File: src/rtl/fsi_pkg.sv
// Package with register map, field positions and timing constants of the service intake block.
package fsi_pkg;
  // Register byte offsets on the APB side.
  localparam logic [7:0] OFS_BUF_RELEASE = 8'h14;
  localparam logic [7:0] OFS_AUX_SEL     = 8'h2A;
  localparam logic [7:0] OFS_SSA_PTR     = 8'h40;
  localparam logic [7:0] OFS_STATION     = 8'h44;
  localparam logic [7:0] OFS_LOCK        = 8'h48;
  localparam logic [7:0] OFS_SSA_LEN     = 8'h4C;
  localparam logic [7:0] OFS_STATUS      = 8'h50;
  localparam logic [7:0] OFS_PRM_LEN     = 8'h54;
  localparam logic [7:0] OFS_PRM_A       = 8'h58;
  localparam logic [7:0] OFS_PRM_B       = 8'h5C;
  localparam logic [7:0] OFS_WD_CYC      = 8'h60;
  // Aux select bit positions.
  localparam int AUX_SEL_PRM = 0;
  localparam int AUX_SEL_SSA = 2;
  // Address-change telegram byte positions.
  localparam int SSA_BYTE_ADDR = 0;
  localparam int SSA_BYTE_LOCK = 3;
  localparam int SSA_MAX_LEN   = 244;
  // Parameter telegram byte positions and option bits.
  localparam int PRM_BYTE_STATUS = 0;
  localparam int PRM_BYTE_WD1    = 1;
  localparam int PRM_BYTE_WD2    = 2;
  localparam int PRM_BYTE_TSDR   = 3;
  localparam int PRM_BYTE_IDH    = 4;
  localparam int PRM_BYTE_IDL    = 5;
  localparam int PRM_BYTE_GROUP  = 6;
  localparam int PRM_BYTE_OPT    = 7;
  localparam int PRM_BYTE_EXT2   = 8;
  localparam int PRM_BYTE_EXT3   = 9;
  localparam int PRM_STD_LEN     = 7;
  localparam int OPT_EXT_EN      = 7;
  localparam int OPT_FAIL_SAFE   = 6;
  localparam int OPT_PUBLISHER   = 5;
  localparam int OPT_WD_1MS      = 2;
  localparam int OPT_NO_STOP     = 1;
  localparam int OPT_NO_START    = 0;
  localparam logic [7:0] OPT_RESET   = 8'h00;
  localparam logic [7:0] LOCK_TRUE   = 8'hFF;
  // Watchdog time bases in microseconds and clock rate.
  localparam int WATCHDOG_TIME_BASE_SLOW_US = 10000;
  localparam int WATCHDOG_TIME_BASE_FAST_US = 1000;
  localparam int CLK_MHZ         = 40;
  localparam logic [31:0] WD_SLOW_CYC = 32'(WATCHDOG_TIME_BASE_SLOW_US * CLK_MHZ);
  localparam logic [31:0] WD_FAST_CYC = 32'(WATCHDOG_TIME_BASE_FAST_US * CLK_MHZ);
  typedef enum logic [1:0] {
    ST_IDLE = 2'b00,
    ST_FILL = 2'b01,
    ST_DONE = 2'b10
  } fsi_rx_state_type;
endpackage

File: src/rtl/fsi_tel_if.sv
// Interface carrying received telegram bytes from the top-level stream routing to the service units.
`timescale 1ns/100ps
interface fsi_tel_if;
  logic       start;
  logic       valid;
  logic [7:0] idx;
  logic [7:0] data;
  logic       good;
  logic       bad;
  modport src (output start, output valid, output idx, output data, output good, output bad);
  modport dst (input start, input valid, input idx, input data, input good, input bad);
endinterface

File: src/rtl/fsi_prm_decode.sv
// Parameter telegram decoder holding the checked station parameters.
`timescale 1ns/100ps
module fsi_prm_decode (
  // Clock and reset.
  input  wire logic        pclk,
  input  wire logic        presetn,
  // Telegram bytes.
  fsi_tel_if.dst           tel,
  // Decoded parameters.
  output logic [7:0]       status_byte,
  output logic [7:0]       wd_fact1,
  output logic [7:0]       wd_fact2,
  output logic [7:0]       min_resp,
  output logic [15:0]      ident,
  output logic [7:0]       group_id,
  output logic [7:0]       options,
  output logic [15:0]      ext_status,
  output logic [7:0]       length,
  output logic             new_prm
);
  import fsi_pkg::*;
  typedef struct packed {
    logic [7:0]  st, w1, w2, tsdr, gid, opt, len, cnt, e2, e3;
    logic [15:0] id;
    logic [7:0]  s_st, s_w1, s_w2, s_tsdr, s_gid, s_opt, s_len, s_e2, s_e3;
    logic [15:0] s_id;
    logic        pulse;
  } fsi_prm_state_type;
  fsi_prm_state_type s_r, s_nxt;

  always_comb begin
    s_nxt       = s_r;
    s_nxt.pulse = 1'b0;
    if (tel.start) begin
      s_nxt.cnt = 8'h00;
    end
    if (tel.valid) begin
      s_nxt.cnt = 8'(s_r.cnt + 8'h01);
      case (int'(tel.idx))
        PRM_BYTE_STATUS: s_nxt.s_st       = tel.data & 8'hF8;
        PRM_BYTE_WD1:    s_nxt.s_w1       = tel.data;
        PRM_BYTE_WD2:    s_nxt.s_w2       = tel.data;
        PRM_BYTE_TSDR:   s_nxt.s_tsdr     = tel.data;
        PRM_BYTE_IDH:    s_nxt.s_id[15:8] = tel.data;
        PRM_BYTE_IDL:    s_nxt.s_id[7:0]  = tel.data;
        PRM_BYTE_GROUP:  s_nxt.s_gid      = tel.data;
        PRM_BYTE_OPT:    s_nxt.s_opt      = tel.data;
        PRM_BYTE_EXT2:   s_nxt.s_e2       = tel.data;
        PRM_BYTE_EXT3:   s_nxt.s_e3       = tel.data;
        default:         s_nxt.s_len      = s_r.s_len;
      endcase
    end
    // A telegram of at least seven bytes is taken; the option byte only if present.
    if (tel.good && int'(s_r.cnt) >= PRM_STD_LEN) begin
      s_nxt.st   = s_r.s_st;
      s_nxt.w1   = s_r.s_w1;
      s_nxt.w2   = s_r.s_w2;
      s_nxt.tsdr = s_r.s_tsdr;
      s_nxt.id   = s_r.s_id;
      s_nxt.gid  = s_r.s_gid;
      s_nxt.len  = s_r.cnt;
      s_nxt.opt  = (int'(s_r.cnt) > PRM_STD_LEN) ? s_r.s_opt : OPT_RESET;
      s_nxt.e2   = s_r.s_e2;
      s_nxt.e3   = s_r.s_e3;
      s_nxt.pulse = int'(s_r.cnt) > PRM_STD_LEN;
    end
  end

  always_ff @(posedge pclk or negedge presetn) begin
    if (!presetn) begin
      s_r <= '0;
    end else begin
      s_r <= s_nxt;
    end
  end

  assign status_byte = s_r.st;
  assign wd_fact1    = s_r.w1;
  assign wd_fact2    = s_r.w2;
  assign min_resp    = s_r.tsdr;
  assign ident       = s_r.id;
  assign group_id    = s_r.gid;
  assign options     = s_r.opt;
  assign ext_status  = s_r.opt[OPT_EXT_EN] ? {s_r.e2, s_r.e3} : 16'h0000;
  assign length      = s_r.len;
  assign new_prm     = s_r.pulse;
endmodule

File: src/rtl/fsi_ssa_unit.sv
// Address-change service unit with station address latch and release handshake.
`timescale 1ns/100ps
module fsi_ssa_unit (
  // Clock and reset.
  input  wire logic        pclk,
  input  wire logic        presetn,
  // Telegram bytes.
  fsi_tel_if.dst           tel,
  // Control from registers.
  input  wire logic        enabled,
  input  wire logic        release_cmd,
  input  wire logic        host_addr_we,
  input  wire logic [7:0]  host_addr,
  input  wire logic        host_lock_we,
  input  wire logic [7:0]  host_lock,
  // State.
  output logic [7:0]       station,
  output logic [7:0]       lock,
  output logic [7:0]       length,
  output logic             busy,
  output logic             new_ssa,
  output logic             refused
);
  import fsi_pkg::*;
  typedef struct packed {
    fsi_rx_state_type st;
    logic [7:0] addr, lck, len, cnt, n_addr, n_lck;
    logic       pulse, ref_p;
  } fsi_ssa_state_type;
  fsi_ssa_state_type s_r, s_nxt;

  always_comb begin
    s_nxt       = s_r;
    s_nxt.pulse = 1'b0;
    s_nxt.ref_p = 1'b0;
    if (host_addr_we) s_nxt.addr = host_addr;
    if (host_lock_we) s_nxt.lck  = host_lock;
    case (s_r.st)
      ST_IDLE: begin
        if (tel.start && enabled) begin
          s_nxt.st  = ST_FILL;
          s_nxt.cnt = 8'h00;
        end
      end
      ST_FILL: begin
        if (tel.valid && int'(s_r.cnt) < SSA_MAX_LEN) begin
          s_nxt.cnt = 8'(s_r.cnt + 8'h01);
          if (int'(tel.idx) == SSA_BYTE_ADDR) s_nxt.n_addr = tel.data;
          if (int'(tel.idx) == SSA_BYTE_LOCK) s_nxt.n_lck  = tel.data;
        end
        if (tel.bad) begin
          s_nxt.st = ST_IDLE;
        end else if (tel.good) begin
          s_nxt.st    = ST_DONE;
          s_nxt.len   = s_r.cnt;
          s_nxt.pulse = 1'b1;
          s_nxt.addr  = s_r.n_addr;
          s_nxt.lck   = s_r.n_lck;
        end
      end
      ST_DONE: begin
        if (tel.start) s_nxt.ref_p = 1'b1;
        if (release_cmd) s_nxt.st = ST_IDLE;
      end
      default: s_nxt.st = ST_IDLE;
    endcase
  end

  always_ff @(posedge pclk or negedge presetn) begin
    if (!presetn) begin
      s_r <= '0;
    end else begin
      s_r <= s_nxt;
    end
  end

  assign station = s_r.addr;
  assign lock    = s_r.lck;
  assign length  = s_r.len;
  assign busy    = (s_r.st == ST_DONE);
  assign new_ssa = s_r.pulse;
  assign refused = s_r.ref_p;
endmodule

File: src/rtl/fsi_top.sv
// Top of the fieldbus slave address-change and parameter intake block with APB registers.
//
// Chosen here: register access over APB.
`timescale 1ns/100ps
module fsi_top (
  // Clock and reset.
  input  wire logic        pclk,
  input  wire logic        presetn,
  // APB slave.
  input  wire logic        psel,
  input  wire logic        penable,
  input  wire logic        pwrite,
  input  wire logic [7:0]  paddr,
  input  wire logic [31:0] pwdata,
  output logic [31:0]      prdata,
  output logic             pready,
  output logic             pslverr,
  // Received telegram stream from the bus receiver.
  input  wire logic        rx_ssa,
  input  wire logic        rx_start,
  input  wire logic        rx_valid,
  input  wire logic [7:0]  rx_data,
  input  wire logic        rx_good,
  input  wire logic        rx_bad,
  // Service events and decoded controls.
  output logic             new_address_data_irq,
  output logic             new_prm_irq,
  output logic             ssa_aux_sel,
  output logic             prm_aux_sel,
  output logic             extensions_enable,
  output logic             fail_safe,
  output logic             publisher_enable,
  output logic             no_stop_check,
  output logic             no_start_check,
  output logic [31:0]      watchdog_cycles
);
  import fsi_pkg::*;

  typedef struct packed {
    logic [31:0] rdata;
    logic        ready;
    logic        err;
    logic [7:0]  ptr;
    logic [2:0]  aux;
    logic        sel_ssa;
    logic [7:0]  idx;
    logic        irq_ssa, irq_prm;
    logic        ext, fs, pub, nstop, nstart;
    logic [31:0] wd;
  } fsi_top_state_type;
  fsi_top_state_type s_r, s_nxt;

  fsi_tel_if ssa_tel ();
  fsi_tel_if prm_tel ();

  logic [7:0]  ssa_station, ssa_lock, ssa_len, prm_len, p_st, p_w1, p_w2, p_tsdr, p_gid, p_opt;
  logic [15:0] p_id, p_ext;
  logic        ssa_busy, ssa_new, ssa_refused, prm_new;
  logic        acc, wr, rd;
  logic [31:0] watchdog_time_base;

  assign acc = psel && penable && s_r.ready;
  assign wr  = acc && pwrite;
  assign rd  = acc && !pwrite;

  // Route the stream to one service, chosen at telegram start.
  assign ssa_tel.start = rx_start && rx_ssa;
  assign ssa_tel.valid = rx_valid && s_r.sel_ssa;
  assign ssa_tel.idx   = s_r.idx;
  assign ssa_tel.data  = rx_data;
  assign ssa_tel.good  = rx_good && s_r.sel_ssa;
  assign ssa_tel.bad   = rx_bad && s_r.sel_ssa;
  assign prm_tel.start = rx_start && !rx_ssa;
  assign prm_tel.valid = rx_valid && !s_r.sel_ssa;
  assign prm_tel.idx   = s_r.idx;
  assign prm_tel.data  = rx_data;
  assign prm_tel.good  = rx_good && !s_r.sel_ssa;
  assign prm_tel.bad   = rx_bad && !s_r.sel_ssa;

  fsi_ssa_unit u_ssa (
    .pclk         (pclk),
    .presetn      (presetn),
    .tel          (ssa_tel.dst),
    .enabled      (s_r.ptr != 8'h00),
    .release_cmd  (rd && paddr == OFS_BUF_RELEASE),
    .host_addr_we (wr && paddr == OFS_STATION),
    .host_addr    (pwdata[7:0]),
    .host_lock_we (wr && paddr == OFS_LOCK),
    .host_lock    (pwdata[7:0]),
    .station      (ssa_station),
    .lock         (ssa_lock),
    .length       (ssa_len),
    .busy         (ssa_busy),
    .new_ssa      (ssa_new),
    .refused      (ssa_refused)
  );

  fsi_prm_decode u_prm (
    .pclk        (pclk),
    .presetn     (presetn),
    .tel         (prm_tel.dst),
    .status_byte (p_st),
    .wd_fact1    (p_w1),
    .wd_fact2    (p_w2),
    .min_resp    (p_tsdr),
    .ident       (p_id),
    .group_id    (p_gid),
    .options     (p_opt),
    .ext_status  (p_ext),
    .length      (prm_len),
    .new_prm     (prm_new)
  );

  assign watchdog_time_base = p_opt[OPT_WD_1MS] ? WD_FAST_CYC : WD_SLOW_CYC;

  always_comb begin
    s_nxt       = s_r;
    s_nxt.ready = psel && !penable;
    s_nxt.err   = 1'b0;
    s_nxt.rdata = 32'h0000_0000;
    if (rx_start) begin
      s_nxt.sel_ssa = rx_ssa;
      s_nxt.idx     = 8'h00;
    end else if (rx_valid) begin
      s_nxt.idx = 8'(s_r.idx + 8'h01);
    end
    if (psel && !penable) begin
      case (paddr)
        OFS_BUF_RELEASE: s_nxt.rdata = 32'h0000_0000;
        OFS_AUX_SEL:     s_nxt.rdata = {29'h0, s_r.aux};
        OFS_SSA_PTR:     s_nxt.rdata = {24'h0, s_r.ptr};
        OFS_STATION:     s_nxt.rdata = {24'h0, ssa_station};
        OFS_LOCK:        s_nxt.rdata = {24'h0, ssa_lock};
        OFS_SSA_LEN:     s_nxt.rdata = {24'h0, ssa_len};
        OFS_STATUS:      s_nxt.rdata = {30'h0, ssa_refused, ssa_busy};
        OFS_PRM_LEN:     s_nxt.rdata = {24'h0, prm_len};
        OFS_PRM_A:       s_nxt.rdata = {p_st, p_w1, p_w2, p_tsdr};
        OFS_PRM_B:       s_nxt.rdata = {p_id, p_gid, p_opt};
        OFS_WD_CYC:      s_nxt.rdata = s_r.wd;
        default:         s_nxt.err   = 1'b1;
      endcase
    end
    if (wr) begin
      case (paddr)
        OFS_AUX_SEL: s_nxt.aux = pwdata[2:0];
        OFS_SSA_PTR: s_nxt.ptr = pwdata[7:0];
        default:     s_nxt.aux = s_r.aux;
      endcase
    end
    s_nxt.irq_ssa = ssa_new;
    s_nxt.irq_prm = prm_new;
    s_nxt.ext     = p_opt[OPT_EXT_EN];
    s_nxt.fs      = p_opt[OPT_FAIL_SAFE];
    s_nxt.pub     = p_opt[OPT_PUBLISHER];
    s_nxt.nstop   = p_opt[OPT_NO_STOP];
    s_nxt.nstart  = p_opt[OPT_NO_START];
    s_nxt.wd      = 32'(watchdog_time_base * 32'(p_w1) * 32'(p_w2));
  end

  always_ff @(posedge pclk or negedge presetn) begin
    if (!presetn) begin
      s_r <= '0;
    end else begin
      s_r <= s_nxt;
    end
  end

  assign prdata               = s_r.rdata;
  assign pready               = s_r.ready;
  // The error flag is only ever set together with ready, so it drives the pin directly.
  assign pslverr              = s_r.err;
  assign new_address_data_irq = s_r.irq_ssa;
  assign new_prm_irq          = s_r.irq_prm;
  assign ssa_aux_sel          = s_r.aux[AUX_SEL_SSA];
  assign prm_aux_sel          = s_r.aux[AUX_SEL_PRM];
  assign extensions_enable    = s_r.ext;
  assign fail_safe            = s_r.fs;
  assign publisher_enable     = s_r.pub;
  assign no_stop_check        = s_r.nstop;
  assign no_start_check       = s_r.nstart;
  assign watchdog_cycles      = s_r.wd;
endmodule

File: config.mk
export PLATFORM = sky130hd
export DESIGN_NAME = fsi_top
export DESIGN_NICKNAME = d
export VERILOG_FILES = /design/src/rtl/fsi_pkg.sv /design/src/rtl/fsi_tel_if.sv /design/src/rtl/fsi_prm_decode.sv /design/src/rtl/fsi_ssa_unit.sv /design/src/rtl/fsi_top.sv
export SDC_FILE = /design/constraint.sdc
export NUM_CORES = 1
export LEC_CHECK = 0
export BUFFER_PORTS_ARGS = -buffer_cell sky130_fd_sc_hd__buf_2
export CORE_UTILIZATION = 55
export DETAILED_ROUTE_END_ITERATION = 7
export GPL_TIMING_DRIVEN = 0
export PLACE_DENSITY = 0.71
export SYNTH_ARGS = -nofsm -noshare
export SYNTH_HDL_FRONTEND = slang
export SYNTH_HIERARCHICAL = 1
export SYNTH_SLANG_ARGS = --single-unit
File: constraint.sdc
create_clock -name pclk -period 19.4 [get_ports pclk]
set_clock_uncertainty 0.05 [all_clocks]
set_input_delay 2.91 -clock pclk [delete_from_list [all_inputs] [get_ports pclk]]
set_output_delay 2.91 -clock pclk [all_outputs]
set_load 0.1 [all_outputs]
==> results.md <==
- Outcome: finished, final reports clean
- Most frequent cell on the critical path: fa_1
- Setup-failing EPs final: 0
- Nets@finish: 2299
- Crit path DAT: 10.28 ns
- Drt total wl: 47800 um
- Global routing usage on met1: 36.3%
- Max clock buf depth: 3
- Routed WL per cell: 19.3 um
- CTS H-tree depth: 1
- Most frequent cells in the layout: dfrtp_1 (278), inv_1 (210), buf_4 (167), mux2_2 (148), fa_1 (141)
- Peak VDD IR: 133 uV
- Worst Slack Setup Final: 9.50 ns
- Grt peak-use layer: met2
- Post-route DRC: 0
- RSZ-0062 raised after global routing: false
- Synth Cell Area: 19600 um2
- First-pass DRT Iterations: 6
- Critical path capture point type: flip-flop
- Share of cells above drive strength 1: 24.8%
- Tmin final: 9.90 ns
- Via count: 13.6k
- Worst relative slew slack: 38.8%
- Final worst-path cycle share: 51.0%
- Die Ht: 191 um
- Worst Setup Start Kind: flip-flop
- Hold crit path type: flip-flop to flip-flop
- Achievable Freq: 101 MHz
- Worst-Margin Slew: 0.911 ns
- Met3 Use GR: 3.91%
- Vias in the first global route: 13.9k
- Vias per cell: 5.46
- Ports: 133
- Area grow syn2layout: 11.6%
- Worst Path Max Fanout: 10
- Inserted Clock Buffers: 28
- Worst-skew pair later-pin latency: 0.54 ns
- Crit-path slowest cell: fa_1
- # resized after CTS: 0
- Die X: 191 um
- Hpwl dp: 36700 um
- Setup TNS: 0 ns
- # rows: 68
- Commonest non-fill, non-tap cell in the layout: dfrtp_1
- Root Driver: clkbuf_16
- Max Cap Viol: 0
- Full die area: 36500 um2
- Total gr overflow: 0
- Gr usage total: 27.1%
- Port buffer count: 100
- Syn avg cell area: 10.6 um2
- Crit path largest cell delay: 0.57 ns
- Drt initial violations: 841
- Hold-fix buffers at CTS: 0
- Routed Antenna Nets: 0
- # clock sinks: 278
- Fin. Hold Viols: 0
- Synthesized instance count: 1856
- Max-slew violations: 0
- Critical Path RT: 19.79 ns
- Pre-CTS WS: 9.67 ns
- Post-CTS Setup Bufs: 0
- Clk slew on worst S/H paths: 0.06 ns
- GPL Wtd Cong: 0.897
- Pwr/cell area: 101 nW/um2
- CTS tree: built
- Initial antenna violation count: 1
- Initial core utilization: 56.3%
- Placeable Area: 34900 um2
- Pin count of the biggest net entering global routing: 128
- Leak Pwr: 11.3 nW
- Met2 Track Usage GR: 45.4%
- Global-route wire length before repair: 75900 um
- WS Path Type: flip-flop to flip-flop
- YS warnings: 6
==> cell type report <==
cell class                 instances  area [um2]
buffer                           227        1500
sequential                       278        6960
clock buffer                      34         785
multi-input combinational       1157       10500
tap                              455         569
antenna                            1        2.50
fill                            2866       12900
inverter                         210         788
timing repair buffer             102         566
clock inverter                    18         307
==> critical path: cells and delay by family, from the launching register on <==
kind / cells / cell delay, ns
DFF: 1 / 0.35
xor gates and xnor gates: 2 / 0.61
and+or+nand+nor: 4 / 1.32
AOI/OAI and AO/OA: 10 / 2.16
buffers and inverters: 6 / 0.84
adders and majority gates: 10 / 4.45
==> layer usage <==
layer  routed length, um  share of wire, %
met3                2640               5.5
met2               23500                49
met4                1300               2.7
met1               20300                43
met5                   0                 0
==> flip-flops by register name (all words and copies together), names as in the netlist, 10 cells and up <==
signal,count
s_r,10
u_ssa/s_r,26
u_prm/ident,16
prdata,32
u_prm/s_r,69
watchdog_cycles,26
==> final timing paths <==
path	start	end	slack (ns)	cells after the start
max	u_prm/options[2]$_DFFE_PN0P_	watchdog_cycles[28]$_DFF_PN0_	9.50	32
min	u_ssa/new_ssa$_DFF_PN0_	new_address_data_irq$_DFF_PN0_	0.31	0
max reg2reg	u_prm/options[2]$_DFFE_PN0P_	watchdog_cycles[28]$_DFF_PN0_	9.50	32
min reg2reg	u_ssa/new_ssa$_DFF_PN0_	new_address_data_irq$_DFF_PN0_	0.31	0
max in group asynchronous	presetn	prdata[0]$_DFF_PN0_	15.61	3
min in group asynchronous	presetn	prdata[30]$_DFF_PN0_	2.22	1
==> per-stage QoR <==
step	power, mW	hold slack, ns	util, %	cells	cell area (um2)
finish	2.22	0.308	62.9	2482	21900
global route	2.36	0.322	62.9	2481	21900
CTS	2.23	0.313	62.9	2481	21900
detailed placement	1.60	0.290	59.7	2429	20800
global placement	1.58	0.284	59.6	2427	20800
floorplan	1.33	0.281	-	1872	19700
==> where the power goes <==
group / total [mW] / switching, mW / internal [mW] / leakage, nW
clock: 0.628 / 0.233 / 0.395 / 0.533
combinational: 0.911 / 0.600 / 0.312 / 6.95
sequential: 0.684 / 0.0434 / 0.640 / 3.80
total: 2.22 / 0.876 / 1.35 / 11.3
No activity file was read; power rests on OpenSTA's default activity.
